## src/hw/adst_pkg.sv

```systemverilog
package adst_pkg;
  // Register address codes
  localparam logic [5:0] ADDR_STATUS = 6'h00;
  localparam logic [5:0] ADDR_DATA = 6'h04;
  // Command byte fields
  localparam int CMD_WEN_BIT = 7;
  localparam int CMD_RW_BIT = 6;
  localparam logic CMD_RW_READ = 1'h1;
  // Status register layout and reset
  localparam logic [7:0] STATUS_RST = 8'h80;
  localparam int ST_RDY_BIT = 7;
  localparam int ST_RANGE_BIT = 6;
  localparam int ST_CRC_BIT = 5;
  localparam int ST_INTEG_BIT = 4;
  localparam logic [3:0] CHAN_RST = 4'h0;
  // Result clamp values, as printed
  localparam logic [23:0] CLAMP_OVER = 24'h0FFFFF;
  localparam logic [23:0] CLAMP_UNDER = 24'h000000;
  // Transfer lengths in serial clocks
  localparam logic [5:0] CMD_BITS = 6'h08;
  localparam logic [5:0] LEN_STATUS = 6'h08;
  localparam logic [5:0] LEN_DATA = 6'h18;
  localparam logic [5:0] LEN_DATA_ST = 6'h20;
  // Synchroniser reset for {sclk, cs_n, din}: idle bus
  localparam logic [2:0] PIN_IDLE = 3'h6;

  typedef enum logic [1:0]
  {
    PH_IDLE = 2'b00,
    PH_CMD = 2'b01,
    PH_READ = 2'b10,
    PH_SKIP = 2'b11
  } adst_phase_e;
endpackage

```

## src/hw/adst_pin_if.sv

```systemverilog
`timescale 1ns/1ps
interface adst_pin_if;
  logic sclk;
  logic cs_n;
  logic din;
  modport src (output sclk, output cs_n, output din);
  modport dst (input sclk, input cs_n, input din);
endinterface

```

## src/hw/adst_top.sv

```systemverilog
`timescale 1ns/1ps
module adst_top
(
  // Clock and reset
  input wire logic ref_clk,
  input wire logic sys_rst,
  // Serial port pins
  input wire logic sclk,
  input wire logic cs_n,
  input wire logic din,
  output logic dout_rdy,
  output logic dout_oe,
  // Conversion engine results
  input wire logic res_wr,
  input wire logic [23:0] res_value,
  input wire logic res_over,
  input wire logic res_under,
  input wire logic [3:0] res_chan,
  input wire logic cal_mode,
  input wire logic cal_wr,
  // Interface mode and checksum logic
  input wire logic append_status,
  input wire logic integ_en,
  input wire logic [7:0] reg_sum,
  input wire logic wr_crc_fail,
  // Observation
  output logic [7:0] status_out
);
  typedef struct packed
  {
    adst_pkg::adst_phase_e phase;
    logic sclk_d;
    logic [5:0] bitcnt;
    logic [5:0] len;
    logic [7:0] cmd;
    logic [31:0] shift;
    logic dout;
    logic oe;
    logic rdy;
    logic range_err;
    logic crc_err;
    logic integ_err;
    logic [3:0] chan;
    logic [23:0] result;
    logic integ_d;
    logic [7:0] ref_sum;
  } adst_top_s;

  adst_top_s st_r;
  adst_top_s st_nxt;
  adst_pin_if pins ();

  ////////////////////////////////////////////////////////////////////////////
  // Pin synchronisers

  adst_sync u_sync
  (
    .ref_clk(ref_clk),
    .sys_rst(sys_rst),
    .sclk(sclk),
    .cs_n(cs_n),
    .din(din),
    .pins(pins)
  );

  ////////////////////////////////////////////////////////////////////////////
  // Next-state logic

  logic [7:0] status_cur;
  logic [7:0] cmd_full;
  logic rise;
  logic fall;
  logic crc_clr;
  logic rdy_set;
  logic new_res;

  // Live status byte
  // channel field
  assign status_cur = {st_r.rdy, st_r.range_err, st_r.crc_err,
                       st_r.integ_err, st_r.chan};

  always_comb
  begin
    st_nxt = st_r;
    crc_clr = 1'b0;
    rdy_set = 1'b0;
    new_res = 1'b0;
    rise = pins.sclk & ~st_r.sclk_d;
    fall = ~pins.sclk & st_r.sclk_d;
    cmd_full = {st_r.cmd[6:0], pins.din};
    st_nxt.sclk_d = pins.sclk;
    // Serial sequencer; sample on rise, shift out on fall
    case (st_r.phase)
      adst_pkg::PH_IDLE:
      begin
        st_nxt.phase = adst_pkg::PH_CMD;
        st_nxt.bitcnt = 6'h00;
      end
      adst_pkg::PH_CMD:
      begin
        if (rise)
        begin
          st_nxt.cmd = cmd_full;
          st_nxt.bitcnt = st_r.bitcnt + 6'h01;
          if (st_r.bitcnt == adst_pkg::CMD_BITS - 6'h01)
          begin
            st_nxt.bitcnt = 6'h00;
            st_nxt.phase = adst_pkg::PH_SKIP;
            if (!cmd_full[adst_pkg::CMD_WEN_BIT] &&
                cmd_full[adst_pkg::CMD_RW_BIT] == adst_pkg::CMD_RW_READ)
            begin
              if (cmd_full[5:0] == adst_pkg::ADDR_STATUS)
              begin
                st_nxt.phase = adst_pkg::PH_READ;
                st_nxt.shift = {status_cur, 24'h000000};
                st_nxt.len = adst_pkg::LEN_STATUS;
                crc_clr = 1'b1;
              end
              else if (cmd_full[5:0] == adst_pkg::ADDR_DATA)
              begin
                st_nxt.phase = adst_pkg::PH_READ;
                st_nxt.shift = {st_r.result,
                                append_status ? status_cur : 8'h00};
                st_nxt.len = append_status ? adst_pkg::LEN_DATA_ST :
                             adst_pkg::LEN_DATA;
                rdy_set = 1'b1;
              end
            end
          end
        end
      end
      adst_pkg::PH_READ:
      begin
        // First fall keeps the MSB up for the host's first rise
        if (fall && st_r.bitcnt != 6'h00)
          st_nxt.shift = {st_r.shift[30:0], 1'b0};
        if (rise)
        begin
          st_nxt.bitcnt = st_r.bitcnt + 6'h01;
          if (st_r.bitcnt == st_r.len - 6'h01)
          begin
            st_nxt.bitcnt = 6'h00;
            st_nxt.phase = adst_pkg::PH_CMD;
          end
        end
      end
      adst_pkg::PH_SKIP:
        st_nxt.phase = adst_pkg::PH_SKIP;
      default:
        st_nxt.phase = adst_pkg::PH_IDLE;
    endcase
    // Deselect aborts any transfer
    if (pins.cs_n)
      st_nxt.phase = adst_pkg::PH_IDLE;

    // Checksum flag; a failing write beats the read clear
    if (crc_clr)
      st_nxt.crc_err = 1'b0;
    if (wr_crc_fail)
      st_nxt.crc_err = 1'b1;

    // Ready flag; fresh data beats the read set, so none is missed
    if (rdy_set)
      st_nxt.rdy = 1'b1;
    new_res = cal_mode ? cal_wr : res_wr;
    if (new_res)
      st_nxt.rdy = 1'b0;

    // clamp and range flag on write
    if (res_wr && !cal_mode)
    begin
      st_nxt.range_err = res_over | res_under;
      st_nxt.result = res_over ? adst_pkg::CLAMP_OVER :
                      res_under ? adst_pkg::CLAMP_UNDER : res_value;
      st_nxt.chan = res_chan;
    end

    st_nxt.integ_d = integ_en;
    if (integ_en && !st_r.integ_d)
      st_nxt.ref_sum = reg_sum;
    else if (integ_en && reg_sum != st_r.ref_sum)
      st_nxt.integ_err = 1'b1;
    if (!integ_en)
      st_nxt.integ_err = 1'b0;

    // ready on the pin outside reads
    st_nxt.dout = (st_nxt.phase == adst_pkg::PH_READ) ?
                  st_nxt.shift[31] : st_nxt.rdy;
    st_nxt.oe = (st_nxt.phase != adst_pkg::PH_IDLE);
  end

  ////////////////////////////////////////////////////////////////////////////
  // State register

  always_ff @(posedge ref_clk)
  begin
    if (sys_rst)
    begin
      st_r <= '0;
      st_r.phase <= adst_pkg::PH_IDLE;
      st_r.sclk_d <= 1'b1;
      st_r.rdy <= adst_pkg::STATUS_RST[adst_pkg::ST_RDY_BIT];
      st_r.range_err <= adst_pkg::STATUS_RST[adst_pkg::ST_RANGE_BIT];
      st_r.crc_err <= adst_pkg::STATUS_RST[adst_pkg::ST_CRC_BIT];
      st_r.integ_err <= adst_pkg::STATUS_RST[adst_pkg::ST_INTEG_BIT];
      st_r.chan <= adst_pkg::CHAN_RST;
      st_r.dout <= adst_pkg::STATUS_RST[adst_pkg::ST_RDY_BIT];
    end
    else
      st_r <= st_nxt;
  end

  // Outputs straight from flip-flops
  assign dout_rdy = st_r.dout;
  assign dout_oe = st_r.oe;
  assign status_out = status_cur;
endmodule

```

## src/hw/adst_sync.sv

```systemverilog
`timescale 1ns/1ps
module adst_sync
(
  // Clock and reset
  input wire logic ref_clk,
  input wire logic sys_rst,
  // Raw serial pins
  input wire logic sclk,
  input wire logic cs_n,
  input wire logic din,
  // Synchronised pins
  adst_pin_if.src pins
);
  typedef struct packed
  {
    logic [2:0] s1;
    logic [2:0] s2;
  } adst_sync_s;

  adst_sync_s st_r;
  adst_sync_s st_nxt;

  // Two stages; only the second is seen by logic
  always_comb
  begin
    st_nxt = st_r;
    st_nxt.s1 = {sclk, cs_n, din};
    st_nxt.s2 = st_r.s1;
  end

  always_ff @(posedge ref_clk)
  begin
    if (sys_rst)
      st_r <= {adst_pkg::PIN_IDLE, adst_pkg::PIN_IDLE};
    else
      st_r <= st_nxt;
  end

  assign pins.sclk = st_r.s2[2];
  assign pins.cs_n = st_r.s2[1];
  assign pins.din = st_r.s2[0];
endmodule

```

## config.mk

```make
export PLATFORM = sky130hd
export DESIGN_NAME = adst_top
export DESIGN_NICKNAME = d
export VERILOG_FILES = /design/src/hw/adst_pkg.sv /design/src/hw/adst_pin_if.sv /design/src/hw/adst_top.sv /design/src/hw/adst_sync.sv
export SDC_FILE = /design/constraint.sdc
export NUM_CORES = 1
export LEC_CHECK = 0
export BUFFER_PORTS_ARGS = -buffer_cell sky130_fd_sc_hd__buf_2
export CORE_ASPECT_RATIO = 0.7
export CORE_MARGIN = 5
export CORE_UTILIZATION = 44
export DETAILED_ROUTE_END_ITERATION = 6
export PLACE_DENSITY_LB_ADDON = 0.25
export SLEW_MARGIN = 20
export SYNTH_ARGS = -nofsm -noshare
export SYNTH_HDL_FRONTEND = slang
export SYNTH_HIERARCHICAL = 1
export SYNTH_SLANG_ARGS = --single-unit
export TNS_END_PERCENT = 100
```

## constraint.sdc

```tcl
create_clock -name ref_clk -period 1.99 [get_ports ref_clk]
set_input_delay 0.597 -clock ref_clk [delete_from_list [all_inputs] [get_ports ref_clk]]
set_output_delay 0.597 -clock ref_clk [all_outputs]
set_load 0.005 [all_outputs]
```

# Yosys cells after proc, flatten, opt, wreduce, memory -nomap -nowiden
# Cells that the tools add are included.
dict set report word_totals {
  ff_bits 104
  latchBits 0
  ramBits 0
  rom_bits 0
  wordCells 108
  memories 0
}
dict set report op_classes {
  n_addsub 2
  n_mul 0
  n_div 0
  n_lt_le_gt_ge 0
  n_eq_ne 14
  n_shift 0
  mux 44
  bitwise 7
  reduce_logical 22
}
# cell count
set ops {}
lappend ops {{2-to-1 mux 32 bit} 5}
lappend ops {{one-hot mux 32 bit (2 select lines)} 1}
lappend ops {{2-to-1 mux 52 bit} 1}
lappend ops {{2-to-1 mux 24 bit} 2}
lappend ops {{2-to-1 mux 6 bit} 6}
lappend ops {{2-to-1 mux 1 bit} 20}
lappend ops {{one-hot mux 6 bit (3 select lines)} 1}
lappend ops {{equality test 6 x 3 -> 1 bit, second input constant} 2}
lappend ops {{2-to-1 mux 12 bit} 1}
lappend ops {{2-to-1 mux 2 bit} 5}
lappend ops {{!= test 2 bit, second input constant} 5}
lappend ops {{2-to-1 mux 8 bit} 1}
lappend ops {{!= test 8 bit} 1}
lappend ops {{one-hot mux 2 bit (4 select lines)} 1}
lappend ops {{nonzero test 2 bit} 4}
lappend ops {{adder 6 x 1 -> 6 bit, second input constant} 1}
lappend ops {{equality test 2 bit, second input constant} 3}
lappend ops {{equality test 6 bit} 1}
lappend ops {{zero test 6 bit} 1}
lappend ops {{AND reduction 6 bit} 1}
lappend ops {{nonzero test 6 bit} 1}
lappend ops {{subtractor 6 x 1 -> 6 bit, second input constant} 1}
lappend ops {{logical AND 1 bit} 5}
lappend ops {{AND reduction 5 bit} 1}
lappend ops {{11 further kinds} 18}

# Logic depth before layout (Yosys ltp)
dict set report depth {
  depth_word 10
  depth_mapped 10
  ltp_nobuf 7
}

# Cells and area by module
# The synthesis kept the hierarchy.
# mod instances cells_each area_each_um2 seq_area_each_um2
set by_module_without_submodules {}
lappend by_module_without_submodules {adst_top 1 486 4398.0 1881.8}
lappend by_module_without_submodules {adst_sync 1 12 157.7 120.1}

# Worst setup path before layout
# Ideal clock, no wire load.
dict set report synth_path {
  path_type {reg2reg}
  start {register st_r[94] in the netlist's numbering}
  end {register st_r[88] in the netlist's numbering}
  arrival_ps 1970
  required_ps 1862
  path_slack_ps -107
  path_stages_with_launch 8
  path_buffers 2
  cell_sequence {dfxtp_1 or3_1 buf_6 or4_4 buf_6 or2_4 a22oi_1 nor2_1}
}
dict set report synth_via {
  elab_chain_len 2
}
# item line_no
set synth_lines {}
lappend synth_lines {{start: declaration} adst_top.sv:49} ;# adst_top_s st_r;
lappend synth_lines {{start signal: assignment} adst_top.sv:210} ;# st_r <= st_nxt;
lappend synth_lines {{equality test 6 x 3 -> 1 bit} adst_top.sv:105} ;# if (st_r.bitcnt == adst_pkg::CMD_BITS - 6'h01)
lappend synth_lines {{AND reduction 5 bit (no line)} n/a}
# Every way passes these cells.
# A chain may end at the register's enable or synchronous reset.

# Final worst setup path
dict set report layout_path {
  start {register st_r, in the netlist cmd_full[4]}
  end {register st_r[88] in the netlist's numbering}
}
dict set report layout_via {
  elab_chain_len 3
  elab_cells_between_ends 5
}
# item line_no
set layout_lines {}
lappend layout_lines {{equality test 6 x 3 -> 1 bit or zero test 6 bit (tied branches)} {adst_top.sv:119, adst_top.sv:112}}
lappend layout_lines {{nonzero test 2 bit (no line)} n/a}
lappend layout_lines {{AND reduction 5 bit (no line)} n/a}
# Parallel ways exist; a longest one is shown, timed or not.

==> key figures <==
Worst setup path
  • WS Path Type: flop to flop
  • Critical Path RT: 2.22 ns
  • Worst setup SP type: flop
  • Worst Path Buf+Inv: 0
  • Delay-heaviest family, CP: simple AND/OR/NAND/NOR gates
  • CP arrival: 2.37 ns
  • Crit-path cells: or4b_4, or4_4, or2_4, a22oi_2, nor2_1
  • Crit end category: flop
  • Crit path max fanout: 7
  • Delay of the slowest critical-path stage: 0.61 ns
  • CP max-delay cell: or4_4

Logic synthesis
  • Mapped Cells: 498
  • Primary FF master, synth: dfxtp_1
  • Syn Nets: 555
  • Synth cell types: 56
  • Yosys Warn Count: 6
  • Syn Std Cell Area: 4556 sq um
  • Fraction of the yosys area taken by sequential cells: 0.4394
  • EDFF count, synth: 0
  • FF+latch count, synth: 100
  • Synth async-reset ratio: 0
  • Syn avg cell area: 9.148 sq um

Die
  • Initial cell density of the core: 0.4449
  • Die H: 95.14 microns
  • Total I/O pin count: 59
  • Area of the core: 10240 sq um
  • Die Area: 12520 sq um
  • Die W: 131.6 microns
  • Core Rows: 31

Power and ir drop
  • Switching Fraction: 0.2484
  • Pwr Density: 736.5 nW/um^2
  • Seq pwr share: 0.511
  • Clock power frac: 0.408
  • Switching pwr: 1021 uW
  • Tot Pwr: 4111 uW
  • VDD IR max: 0.0005819 V
  • Comb pwr share: 0.081
  • Internal: 3090 uW
  • Static Leakage: 0.002240 uW

Placement
  • Worst slack, placed: -0.1870 ns
  • Number of I/O port buffers: 58
  • Placed cells: 680
  • Final Wtd Congestion: 0.8139
  • HPWL after detailed placement: 7833 microns

STA
  • Final Cycle Share: 1.074
  • Final setup margin: -0.1467 ns
  • Max Clk Rate: 468.0 MHz
  • Unrepaired setup endpoints after global routing: yes
  • Setup Skew: 0.007058 ns
  • Final Hold Viols: 0
  • Setup Viol. Count Final: 39
  • Final Critical Period: 2.137 ns
  • Slew Limit Fails: 0
  • Rel. slew slack: 0.6277
  • Worst hold margin: 0.4083 ns
  • Least-Margin Pin Slew: 0.5542 ns

GRT
  • Global route overflow: 0
  • Number of global-route vias before repair: 3724
  • Initial antenna violation count: 0
  • Global-route wire length before repair: 18090 microns
  • Largest net degree at the start of global routing: 32
  • GRT Overall Usage: 0.1762

Clocking
  • Inserted Clock Buffers: 9
  • Clock Pin Slew Worst Setup and Hold Paths: 0.07 ns
  • Clock Sinks: 100
  • Clk buf depth: 2
  • Root buffer cell: clkbuf_16
  • Clock latency on the worst-skew pair: 0.34 ns
  • CTS tree: done
  • CTS H-tree lvls: 3

Routing
  • Via density: 5.462
  • Wire per inst: 16.12 microns
  • Detail Route Antenna Nets: 0
  • Initial DRC count: 185
  • DR DRC count: 0
  • DR vias: 3840
  • First-pass DRT Iterations: 4
  • Final Routed Wirelength: 11330 microns

Finish
  • Share of cells above drive strength 1: 0.2802
  • Ant diodes: 0
  • Layout Cells excl Fill: 703
  • Layout Nets: 623
  • Area growth syn-to-layout: 22.52%
  • Fill cells: 934
  • Post-Route Utilization: 0.5451

Hold path
  • Worst Hold Class: flop to flop

Run status
  • Status: finished with violations
  • Failing checks: negative setup slack

Job
  • MaxCap Viol Count: 0
==> cell usage in the layout, fill, tap and decap left out, types with 17 or more instances in the layout <==
cell type  instances
o21ai_0           26
o2bb2ai_1         24
inv_1             32
nor2_1            51
o22ai_1           20
dfxtp_1           97
nand2_1           17
buf_2             59
a21oi_1           18
buf_4             36
a22oi_1           30
mux2i_1           19
==> synthesized netlist by cell type, drive strengths merged, types with 2 or more instances <==
library cell,count,area (sq um)
o2bb2ai,25,219.0
mux2i,19,190.2
mux2,7,78.83
a32oi,2,17.52
buf,20,156.4
a21oi,20,100.1
nand2b,5,31.28
ha,8,100.1
nand2,18,67.56
nor4,5,31.28
clkbuf,25,93.84
a211oi,2,15.01
a22oi,33,247.7
or2,7,46.29
a21boi,2,15.01
dfxtp,100,2002
inv,32,120.1
nor2b,11,68.82
nand4,5,31.28
nand4b,2,17.52
o21a,2,15.01
o21bai,2,15.01
xnor2,2,17.52
o41ai,2,36.29
or3,2,12.51
and3,2,12.51
o21ai,29,148.9
o22ai,20,125.1
xor2,8,70.07
nor2,53,222.7
nand3,6,30.03
o211a,2,20.02
nor3,6,30.03
==> kinds of logic after synthesis <==
family	share of synthesized area
simple gates	0.1442
mux	0.05905
compound gates	0.2296
buf+inv	0.08130
fa+ha+maj	0.02197
xor+xnor	0.02444
flops	0.4394
==> state kept, by name (all words and copies together) (netlist names) <==
register and flops:
status_out 8, u_sync/st_nxt 3, dout_rdy 1, dout_oe 1
u_sync/pins.din 1, st_r 77, cmd_full 7, u_sync/pins.cs_n 1
u_sync/pins.sclk 1
==> through the flow <==
step,setup TNS [ns],instance area [sq um]
floorplan,-1.359,4582
global placement,-1.390,5081
detailed placement,-3.853,5081
CTS,-3.593,5398
global route,-6.977,5582
finish,-4.386,5582
==> power groups by stage <==
stage	clock [uW]	combinational (uW)	sequential, uW
final	1680	333	2100
after global placement	0	300	2140
after global routing	1810	371	2110
after CTS	1720	313	2100
after floorplan	0	201	2130
after detailed placement	0	310	2150
==> layout make-up <==
cell class | count | area [sq um] | area share
inverters | 32 | 120.1 | 0.02152
well taps | 132 | 165.2 | 0.02959
clock inverters | 6 | 56.30 | 0.01009
multi-input cells | 322 | 2318 | 0.4154
flip-flops and latches | 100 | 2006 | 0.3593
repair buffers | 101 | 686.9 | 0.1231
clock buffers | 10 | 229.0 | 0.04102
==> worst paths after layout <==
path,start,to,slack [ns],cells after the start
setup / recovery,cmd_full[4],st_r[88],-0.15,5
hold reg to reg,u_sync/st_nxt[2],u_sync/pins.sclk,0.41,1
setup reg to reg,cmd_full[4],st_r[88],-0.15,5
hold / removal,u_sync/st_nxt[2],u_sync/pins.sclk,0.41,1
==> routing by layer <==
metal,GRT usage,vias up,share of wire
met5,0,-,0
met4,0.03853,0,0.0060
met2,0.2720,85,0.44
li1,-,1912,-
met1,0.2442,1836,0.50
met3,0.05432,7,0.055
==> worst reg2reg max path, delay by kind of cell, from the launching register on <==
family | cells | cell delay (ns)
and+or+nand+nor | 4 | 1.56
DFF | 1 | 0.32
AOI/OAI and AO/OA | 1 | 0.15
==> timing repair <==
item,4_1_cts,5_1_grt
resized for setup,3,25
gates cloned,0,4
hold buffers,0,0
pin swaps,4,4
buffers inserted,2,1
setup endpoints to repair,39,46
No activity file was read; power rests on OpenSTA's default activity.
